$ cat config.mk
export PLATFORM = sky130hd
export DESIGN_NAME = deep_standby_wake_retention
export DESIGN_NICKNAME = d
export VERILOG_FILES = /design/src/shared/dsw_pkg.sv /design/src/deep_standby_wake_retention.sv
export SDC_FILE = /design/constraint.sdc
export NUM_CORES = 1
export LEC_CHECK = 0
export BUFFER_PORTS_ARGS = -buffer_cell sky130_fd_sc_hd__buf_2
export CAP_MARGIN = 20
export CORE_ASPECT_RATIO = 1.5
export CORE_MARGIN = 2
export CORE_UTILIZATION = 50
export DETAILED_ROUTE_END_ITERATION = 7
export GPL_TIMING_DRIVEN = 0
export PLACE_DENSITY = 0.76
export REMOVE_ABC_BUFFERS = 1
export SLEW_MARGIN = 20
export SYNTH_ARGS = -nofsm -noshare
export SYNTH_HDL_FRONTEND = slang
export SYNTH_SLANG_ARGS = --single-unit
$ cat constraint.sdc
create_clock -name clk_sys_in -period 2.02 [get_ports clk_sys_in]
set_input_delay 0.303 -clock clk_sys_in [delete_from_list [all_inputs] [get_ports clk_sys_in]]
set_output_delay 0.303 -clock clk_sys_in [all_outputs]
set_load 0.005 [all_outputs]
$ cat src/shared/dsw_pkg.sv
// package: constants and carriers for the deep standby wake and retention block
package dsw_pkg;

    // register bus geometry
    localparam int unsigned ADDR_W = 8;
    localparam int unsigned DATA_W = 32;

    // register byte offsets
    localparam logic [7:0] OFS_WAKE_LEVEL  = 8'h00;
    localparam logic [7:0] OFS_RETENTION   = 8'h04;
    localparam logic [7:0] OFS_RET_ENABLE  = 8'h08;
    localparam logic [7:0] OFS_STATUS      = 8'h0c;
    localparam logic [7:0] OFS_BACKUP_0    = 8'h10;
    localparam logic [7:0] OFS_BACKUP_1    = 8'h14;
    localparam logic [7:0] OFS_BACKUP_2    = 8'h18;
    localparam logic [7:0] OFS_BACKUP_3    = 8'h1c;

    // backup store layout: four words of four bytes
    localparam int unsigned BACKUP_WORDS   = 4;
    localparam int unsigned BACKUP_BYTES   = 16;
    localparam int unsigned BYTE_W         = 8;

    // wake pins: pin zero plus five selectable pins
    localparam int unsigned WAKE_PINS      = 6;
    localparam int unsigned SEL_PINS       = 5;

    // field layouts
    localparam int unsigned LEVEL_LSB      = 0;
    localparam int unsigned ENABLE_LSB     = 3;
    localparam int unsigned KEEP_W         = 2;
    localparam int unsigned VDC_W          = 4;
    localparam int unsigned STAT_PIN_LSB   = 0;
    localparam int unsigned STAT_REQ_BIT   = 8;
    localparam int unsigned STAT_STBY_BIT  = 9;

    // reset values
    localparam logic [4:0]  LEVEL_RST      = 5'h00;
    localparam logic [4:0]  ENABLE_RST     = 5'h00;
    localparam logic [1:0]  KEEP_RST       = 2'h0;
    localparam logic [7:0]  BACKUP_RST     = 8'h00;
    localparam logic [31:0] READ_ZERO      = 32'h0000_0000;

    // retention field encodings
    localparam logic [1:0]  KEEP_NONE      = 2'h0;
    localparam logic [1:0]  KEEP_BANK1     = 2'h1;
    localparam logic [1:0]  KEEP_BANK0     = 2'h2;
    localparam logic [1:0]  KEEP_ALL       = 2'h3;

    // voltage-detect configuration that arms the backup clear
    localparam logic [3:0]  VDC_CLEAR_CODE = 4'h1;

    // software side of the register port
    typedef struct packed {
        logic [ADDR_W-1:0] addr;
        logic [DATA_W-1:0] wdata;
        logic              wr;
        logic              rd;
    } reg_req_s;

    // reset causes seen by the always-on domain
    typedef struct packed {
        logic lvd;
        logic standby_entry;
        logic other;
    } reset_cause_s;

    // per-bank keep decision toward the sram power switches
    typedef struct packed {
        logic bank1;
        logic bank0;
    } sram_keep_s;

endpackage

$ cat src/deep_standby_wake_retention.sv
// always-on wake level detection, sram retention control and backup bytes
//
// How it works
// - pins one to five each have a level bit; 0 wakes on low, 1 on high.
// - pin zero has no level bit and always wakes on low input.
// - detection is level based, so an active pin at entry wakes at once.
// - the wake level register survives the deep standby transition reset.
// - reserved bits of level and retention registers read zero, ignore writes.
// - keep field resets to 00; 11 keeps all; 01 and 10 barred on standard parts.
// - on two-bank parts 01 keeps bank one, 10 keeps bank zero, 11 both.
// - retention register clears only on power-on and low-voltage resets.
// - retention register exists only on parts that can retain sram.
// - sixteen read-write backup bytes, four per word, reset to zero.
// - backup clears on power-on and low-voltage reset, optionally gated by config.
// - a wake pin shared with an enabled analog input is blocked.
// - pins one to five need their return enable; pin zero always enabled.

module deep_standby_wake_retention
    import dsw_pkg::*;
#(
    parameter bit TWO_BANK_VARIANT = 1'b0,
    parameter bit HAS_RETENTION    = 1'b1,
    parameter bit LVD_CFG_GATED    = 1'b0
) (
    // clock and power-on reset
    input  wire logic                        clk_sys_in,
    input  wire logic                        sys_rst_in,

    // other reset causes, same clock domain
    input  wire dsw_pkg::reset_cause_s       reset_cause_in,
    input  wire logic [dsw_pkg::VDC_W-1:0]   voltage_detect_config_in,

    // register port
    input  wire dsw_pkg::reg_req_s           reg_req_in,
    output logic [dsw_pkg::DATA_W-1:0]       reg_rdata_out,

    // power controller
    input  wire logic                        in_standby_in,
    output logic                             wake_request_out,
    output dsw_pkg::sram_keep_s              sram_keep_out,

    // wake pins and their analog enables
    input  wire logic [dsw_pkg::WAKE_PINS-1:0] wake_pin_in,
    input  wire logic [dsw_pkg::WAKE_PINS-1:0] analog_input_enable_in
);
    import dsw_pkg::*;

    // helpers
    function automatic logic hit(input logic [ADDR_W-1:0] a, input logic [7:0] ofs);
        hit = (a == ofs);
    endfunction

    function automatic logic [DATA_W-1:0] pack_word(input logic [1:0] w,
                                                    input logic [7:0] m [BACKUP_BYTES]);
        logic [DATA_W-1:0] v;
        v = READ_ZERO;
        for (int b = 0; b < 4; b++) begin
            v[b*BYTE_W +: BYTE_W] = m[{w, 2'(b)}];
        end
        pack_word = v;
    endfunction

    // state
    logic [SEL_PINS-1:0]  level_sel_reg;
    logic [SEL_PINS-1:0]  ret_enable_reg;
    logic [KEEP_W-1:0]    sram_keep_field_reg;
    logic [7:0]           backup_bytes [BACKUP_BYTES];
    logic [WAKE_PINS-1:0] pin_meta_reg;
    logic [WAKE_PINS-1:0] pin_sync_reg;
    logic                 wake_req_reg;
    logic [DATA_W-1:0]    rdata_reg;
    logic [DATA_W-1:0]    rdata_next;

    // retained registers clear on power-on or low-voltage reset only;
    // the standby entry reset and other causes do not reach them
    wire clear_retained = sys_rst_in | reset_cause_in.lvd;

    // backup clear, optionally armed by the voltage-detect configuration
    wire lvd_backup_ok  = !LVD_CFG_GATED || (voltage_detect_config_in == VDC_CLEAR_CODE);
    wire clear_backup   = sys_rst_in | (reset_cause_in.lvd & lvd_backup_ok);

    // bus decode
    wire wr = reg_req_in.wr;
    wire rd = reg_req_in.rd;
    wire [ADDR_W-1:0] addr = reg_req_in.addr;
    wire [DATA_W-1:0] wdata = reg_req_in.wdata;

    wire sel_level   = hit(addr, OFS_WAKE_LEVEL);
    wire sel_keep    = hit(addr, OFS_RETENTION) & HAS_RETENTION;
    wire sel_enable  = hit(addr, OFS_RET_ENABLE);
    wire sel_status  = hit(addr, OFS_STATUS);
    wire sel_backup  = (addr >= OFS_BACKUP_0) && (addr <= OFS_BACKUP_3)
                       && (addr[1:0] == 2'h0);
    wire [1:0] bk_word = 2'(addr[3:2]);

    // keep field write filter: standard parts refuse the split encodings
    wire [KEEP_W-1:0] keep_wval = wdata[KEEP_W-1:0];
    wire keep_split  = (keep_wval == KEEP_BANK1) || (keep_wval == KEEP_BANK0);
    wire keep_wr_ok  = wr & sel_keep & (TWO_BANK_VARIANT | !keep_split);

    // pin synchroniser, second stage is the only reader of the first
    always_ff @(posedge clk_sys_in) begin
        if (sys_rst_in) begin
            pin_meta_reg <= '1;
            pin_sync_reg <= '1;
        end else begin
            pin_meta_reg <= wake_pin_in;
            pin_sync_reg <= pin_meta_reg;
        end
    end

    // level and enable registers, five bits each: level at bits 4:0, enable at bits 7:3
    always_ff @(posedge clk_sys_in) begin
        if (clear_retained) begin
            level_sel_reg  <= LEVEL_RST;
            ret_enable_reg <= ENABLE_RST;
        end else begin
            if (wr && sel_level) begin
                level_sel_reg <= wdata[LEVEL_LSB +: SEL_PINS];
            end
            if (wr && sel_enable) begin
                ret_enable_reg <= wdata[ENABLE_LSB +: SEL_PINS];
            end
        end
    end

    // retention field
    always_ff @(posedge clk_sys_in) begin
        if (clear_retained) begin
            sram_keep_field_reg <= KEEP_RST;
        end else if (keep_wr_ok) begin
            sram_keep_field_reg <= keep_wval;
        end
    end

    // backup bytes, whole-word writes
    always_ff @(posedge clk_sys_in) begin
        if (clear_backup) begin
            for (int i = 0; i < BACKUP_BYTES; i++) begin
                backup_bytes[i] <= BACKUP_RST;
            end
        end else if (wr && sel_backup) begin
            for (int b = 0; b < 4; b++) begin
                backup_bytes[{bk_word, 2'(b)}] <= wdata[b*BYTE_W +: BYTE_W];
            end
        end
    end

    // wake comparison
    // pin zero wakes on low and is always enabled; the others follow their
    // level and enable bits; an analog-enabled pin is masked regardless
    wire [WAKE_PINS-1:0] active_level = {level_sel_reg, 1'b0};
    wire [WAKE_PINS-1:0] pin_enabled  = {ret_enable_reg, 1'b1};
    wire [WAKE_PINS-1:0] pin_match    = ~(pin_sync_reg ^ active_level)
                                        & pin_enabled
                                        & ~analog_input_enable_in;
    wire wake_any = |pin_match;

    // no edge memory: a pin already at its level on entry wakes at once
    always_ff @(posedge clk_sys_in) begin
        if (sys_rst_in || reset_cause_in.standby_entry) begin
            wake_req_reg <= 1'b0;
        end else begin
            wake_req_reg <= in_standby_in & wake_any;
        end
    end

    // keep decision toward the bank switches
    wire keep_b0 = HAS_RETENTION && ((sram_keep_field_reg == KEEP_ALL)
                   || (TWO_BANK_VARIANT && sram_keep_field_reg == KEEP_BANK0));
    wire keep_b1 = HAS_RETENTION && ((sram_keep_field_reg == KEEP_ALL)
                   || (TWO_BANK_VARIANT && sram_keep_field_reg == KEEP_BANK1));

    // read mux; unmapped offsets read zero
    always_comb begin
        rdata_next = READ_ZERO;
        if (sel_level) begin
            rdata_next[LEVEL_LSB +: SEL_PINS] = level_sel_reg;
        end else if (sel_keep) begin
            rdata_next[KEEP_W-1:0] = sram_keep_field_reg;
        end else if (sel_enable) begin
            rdata_next[ENABLE_LSB +: SEL_PINS] = ret_enable_reg;
        end else if (sel_status) begin
            rdata_next[STAT_PIN_LSB +: WAKE_PINS] = pin_match;
            rdata_next[STAT_REQ_BIT]  = wake_req_reg;
            rdata_next[STAT_STBY_BIT] = in_standby_in;
        end else if (sel_backup) begin
            rdata_next = pack_word(bk_word, backup_bytes);
        end
    end

    // read data stands only in the cycle after the strobe
    always_ff @(posedge clk_sys_in) begin
        if (sys_rst_in) begin
            rdata_reg <= READ_ZERO;
        end else begin
            rdata_reg <= rd ? rdata_next : READ_ZERO;
        end
    end

    assign reg_rdata_out      = rdata_reg;
    assign wake_request_out   = wake_req_reg;
    assign sram_keep_out.bank0 = keep_b0;
    assign sram_keep_out.bank1 = keep_b1;

endmodule

---- After elaboration in Yosys (flattened, before gate mapping) ----
Cells that the tools add are included.
operators by class
  $add $sub $neg .......................... 0
  multipliers ............................. 0
  div/mod/pow operators ................... 0
  magnitude comparators ................... 10
  equal/unequal tests ..................... 6
  shifts and indexed selects .............. 0
  mux-type cells .......................... 37
  bitwise operators ....................... 14
  reductions and logical operators ........ 19
operator list
  kind                number
  $bwmux 128          4
  $mux 32             5
  $bmux 8 s4          4
  $demux 8 s4         4
  $mux 8              12
  $ge 5x5->1 const B  4
  $lt 5x1->1 const B  4
  $not 4->5           4
  $eq 8x4->1 const B  2
  $and 6x6->6         2
  $not 6->6           2
  $reduce_or 6->1     2
  $mux 5              2
  $logic_and 1x1->1   9
  $eq 8x3->1 const B  1
  $ge 8x5->1 const B  1
  $le 8x5->1 const B  1
  $logic_not 8->1     1
  $mux 2              3
  $mux 3              2
  $mux 6              1
  $xor 6x6->6         1
  $reduce_or 5->1     1
  $eq 2x2->1 const B  2
  other kinds (9)     12
storage, ports and cells
  flip-flop bits (word level) ............. 185
  bits in latches ......................... 0
  memory bits (writable) .................. 0
  ROM bits ................................ 0
  output and inout port bits .............. 35
  word-level logic and storage cells ...... 112
  memories ................................ 0

---- Logic depth before layout (Yosys ltp) ----
  depth in word-level cells ............... 13
  gate-level depth with buffers ........... 6

---- Worst setup path after synthesis ----
OpenSTA, ideal clock, no wires.
  path kind ............................... input -> register
  start ................................... input reg_req_in[36] (netlist name)
  end ..................................... register rdata_reg[6], in the netlist reg_rdata_out[6]
  library setup time ...................... 0.126 ns
  arrival ................................. 1.498 ns
  slack ................................... 0.396 ns
  stages .................................. 5
  cells stage by stage .................... buf_2 -> buf_2 -> mux4_2 -> a32oi_1 -> nor2_1
on the way
  word-level cells in the longest chain between the ends .. 11
  elaborated cells on any way between the ends .. 20
RTL lines
  item                                       RTL line                            RTL
  start: declaration                         deep_standby_wake_retention.sv:34   input wire dsw_pkg::reg_req_s reg_req_in,
  $not 4->5 (implied by the code)            deep_standby_wake_retention.sv:58   v[b*BYTE_W +: BYTE_W] = m[{w, 2'(b)}];
  $bmux 8 s4                                 deep_standby_wake_retention.sv:58
  $mux 8 (implied by the code) (2 in a row)  deep_standby_wake_retention.sv:58
  $mux 32                                    deep_standby_wake_retention.sv:187  end else if (sel_backup) begin
  $mux 32                                    deep_standby_wake_retention.sv:183  end else if (sel_status) begin
  $mux 32                                    deep_standby_wake_retention.sv:181  end else if (sel_enable) begin
  $mux 32                                    deep_standby_wake_retention.sv:179  end else if (sel_keep) begin
  $mux 32                                    deep_standby_wake_retention.sv:177  if (sel_level) begin
  $mux 2                                     deep_standby_wake_retention.sv:183
  $mux 5                                     deep_standby_wake_retention.sv:181
  end signal: assignment                     deep_standby_wake_retention.sv:197  rdata_reg <= rd ? rdata_next : READ_ZERO;
  end: declaration                           deep_standby_wake_retention.sv:71   logic [DATA_W-1:0] rdata_reg;
Several ways; a longest one is shown, not always the timed one. The select of a mux whose other input is x is not followed.
A chain may end at the register's enable or synchronous reset.

---- Final worst setup path ----
  start ................................... input reg_req_in[38] (netlist name)
  end ..................................... register rdata_reg[18], in the netlist reg_rdata_out[18]
on the way
  word-level cells in the longest chain between the ends .. 8
  elaborated cells on any way between the ends .. 14
RTL lines
  item                                             RTL line                            RTL
  $ge 8x5->1 / $le 8x5->1 (equally long branches)  deep_standby_wake_retention.sv:92   wire sel_backup = (addr >= OFS_BACKUP_0) && (addr <= OFS_BACKUP_3)
  $logic_and 1x1->1                                deep_standby_wake_retention.sv:92
  $logic_and 1x1->1                                deep_standby_wake_retention.sv:93   && (addr[1:0] == 2'h0);
  $mux 32                                          deep_standby_wake_retention.sv:187
  $mux 32                                          deep_standby_wake_retention.sv:183
  $mux 32                                          deep_standby_wake_retention.sv:181
  $mux 32                                          deep_standby_wake_retention.sv:179
  $mux 32                                          deep_standby_wake_retention.sv:177
Several ways; a longest one is shown, not always the timed one. The select of a mux whose other input is x is not followed.

==> impl_results.md <==
- Worst VDD drop: 0.535 mV
- Full die area: 15000 um^2
- 1st-pass router iterations: 5
- Grt ovf: 0
- Placed Cells: 924
- Clock Sinks: 185
- Finished Layout Cells: 956
- Tot GR Track Use: 0.230
- Status: finished, final reports clean
- Residual DRC: 0
- Biggest register: backup_bytes
- Worst-margin pin slew: 0.823 ns
- Critical Path Source: reg_req_in[38]
- Sw Ratio: 0.219
- Power per Cell Area: 867 nW/um^2
- Cts hold-fix bufs: 0
- RSZ-0062 raised after global routing: no
- Register area share after synthesis: 0.527
- Ys Warns: 0
- Cells after Synth: 718
- Worst rel slew slack: 0.447
- Clk root buf: clkbuf_16
- Clock power share: 0.445
- Synth async-reset ratio: 0
- Crit-path max FO: 10
- Reg2reg start: level_sel_reg[1]
- Starting DRT DRC Count: 311
- Seq cells post-synth: 185
- Psw: 1.57 mW
- Crit-path max cell delay: 0.59 ns
- Antenna Nets Post-Route: 0
- Max stage delay cell, worst path: nor3_2
- Largest net degree at the start of global routing: 50
- Insertion delay to the later sink of the worst-skew pair: 0.43 ns
- Max Cap Viol: 0
- Final HPWL DP: 10800 um
- Post-CTS Setup Repair Bufs: 0
- Crit start category: input port
- Hold depth: 2
- Internal power: 5.62 mW
- FP Rows: 53
- Worst Hold Class: input port to flip-flop
- WP data arrival: 2.25 ns
- Final setup vio count: 0
- Final hold viol count: 0
- Final WS setup: 0.133 ns
- Synthesized area per cell: 9.79 um^2
- Top post-synthesis cells by area: dfxtp_1, nand3_1, mux4_2
- Area grow syn2layout: 18.0%
- Clock Skews: 0.0113 ns
- LEAKAGE: 3.15 nW
- Gate power share: 0.045
- Max FFs per register: 128
- Critical path required time: 2.38 ns
- Initial core utilization: 0.507
- Initial antenna violation count: 0
- Reg clk slew, reported paths: 0.07 ns
- CTS tree: built
- First-pass GRT wire length: 27300 um
- Htree depth: 4
- Area of the mapped netlist: 7030 um^2
- Synth top area share: 0.527
- CP endpoint kind: flip-flop
- WL/cell: 17.6 um
- HP Start: wake_pin_in[2]
- Crit path kind: input port to flip-flop
- Fin nets: 842
- Period minus WS final: 1.89 ns
- Share of layout cells above drive strength 1: 0.238
- Clock Path Buffers: 2
- Antenna Cells: 0
- CORE AREA: 13900 um^2
- Setup WS pre-CTS: -0.496 ns
- Die height: 149 um
- Critical path's most frequent cell: buf_4
- DR vias/cell: 5.94
- RD Place Congestion: 0.859
- Fin crit share: 0.934
- Critical-path cell list: buf_2, or4b_1, nor3_2, buf_4, buf_4, and3_1
- I/O pins: 99
- Register-to-register setup slack: 0.75 ns
- Routed WL: 16800 um
- Post_cts resized: 1
- Post-synth EDFFs: 0
- Vias in the first global route: 5730
- R2r worst-path depth: 4
- Vias: 5680
- TritonCTS Buffers: 17
- Final Slew Violations: 0
- Sequential power share: 0.510
- Yosys cell types: 41
- Cell taking the most area after synthesis: dfxtp_1
- Top_reg_cell synth: dfxtp_1
- Setup TNS: 0 ns
- Die X: 101 um
- I/O Buffers: 93
- Max Fclk: 530 MHz
==> kinds of logic (layout without fill, tap and decap cells) <==
group,Yosys count,count (layout),share of synthesized area
flops,185,185,0.527
mux,35,35,0.107
xor+xnor,5,5,0.00623
compound gates,164,164,0.124
buf+inv,67,140,0.0386
simple gates,262,262,0.197
==> final timing paths <==
path,to
worst min-delay path,pin_meta_reg[2]
worst max register to register,reg_rdata_out[2]
worst min register to register,pin_sync_reg[1]
worst max-delay path,reg_rdata_out[18]
==> cell usage after synthesis (4+ instances only) <==
library cell,instances
or2_2,14
nand3_1,146
nand2_1,42
buf_1,18
clkbuf_1,35
o21ai_0,143
inv_1,4
buf_2,7
dfxtp_1,185
nand2b_1,5
nand4_2,4
nor2_1,9
and3_1,24
mux4_2,32
xor2_1,4
==> power groups by stage <==
stage	combinational (mW)	sequential (mW)	clock, mW
after detailed placement	0.320	3.75	0
final	0.323	3.66	3.20
after floorplan	0.134	3.74	0
after CTS	0.322	3.66	3.22
after global placement	0.280	3.75	0
after global routing	0.351	3.66	3.34
==> worst max-delay path, delay by kind of cell <==
family,cells,cell delay (ns)
simple gates,3,1.24
buf+inv,3,0.70
==> through the flow <==
step | hold WS (ns) | util | cell area, um^2 | total power, mW
after detailed placement | 0.398 | 0.556 | 7710 | 4.07
after floorplan | 0.389 | - | 6770 | 3.88
final | 0.0547 | 0.598 | 8290 | 7.19
after global routing | 0.0607 | 0.598 | 8290 | 7.36
after CTS | 0.0524 | 0.598 | 8290 | 7.21
after global placement | 0.400 | 0.537 | 7440 | 4.03
==> layout by cell type (no fill, tap or decap), types with 2 or more instances in the layout <==
master,synthesis,routed
and2_1,3,3
and3b_1,2,2
mux2i_1,3,3
inv_1,4,4
o311ai_0,3,3
buf_12,0,7
nand2_1,42,42
a21o_1,2,2
nand4_4,0,4
mux4_2,32,32
or2_2,14,14
nand3_1,146,146
clkbuf_1,35,2
clkbuf_16,0,17
o21ai_0,143,143
nand2b_1,5,5
clkinvlp_4,0,3
o22ai_1,3,3
buf_16,0,2
nor3b_1,3,3
a32oi_1,2,2
a22oi_1,3,3
clkbuf_8,0,4
buf_4,3,4
clkinv_2,0,2
xor2_1,4,4
a31oi_1,2,2
nor2_1,9,8
buf_2,7,91
and3_1,24,24
clkinv_4,0,2
dfxtp_1,185,185
==> layer usage <==
layer  up-vias  GRT usage  wire [um]
met1      2718      0.274       6820
li1       2727          -          -
met5         -          0          0
met2       195      0.398       8770
met4         0      0.107        489
met3        40     0.0408        743
==> final cells by class <==
cell class                      instances  area (um^2)
Fill cell                            1138         5570
Tap cell                              165          206
Clock inverter                          9         88.8
Inverter                                4         15.0
Multi-Input combinational cell        466         3110
Clock buffer                           23          488
Sequential cell                       185         3700
Timing Repair Buffer                  104          681
Note: power is estimated with default switching activity, not from simulation.
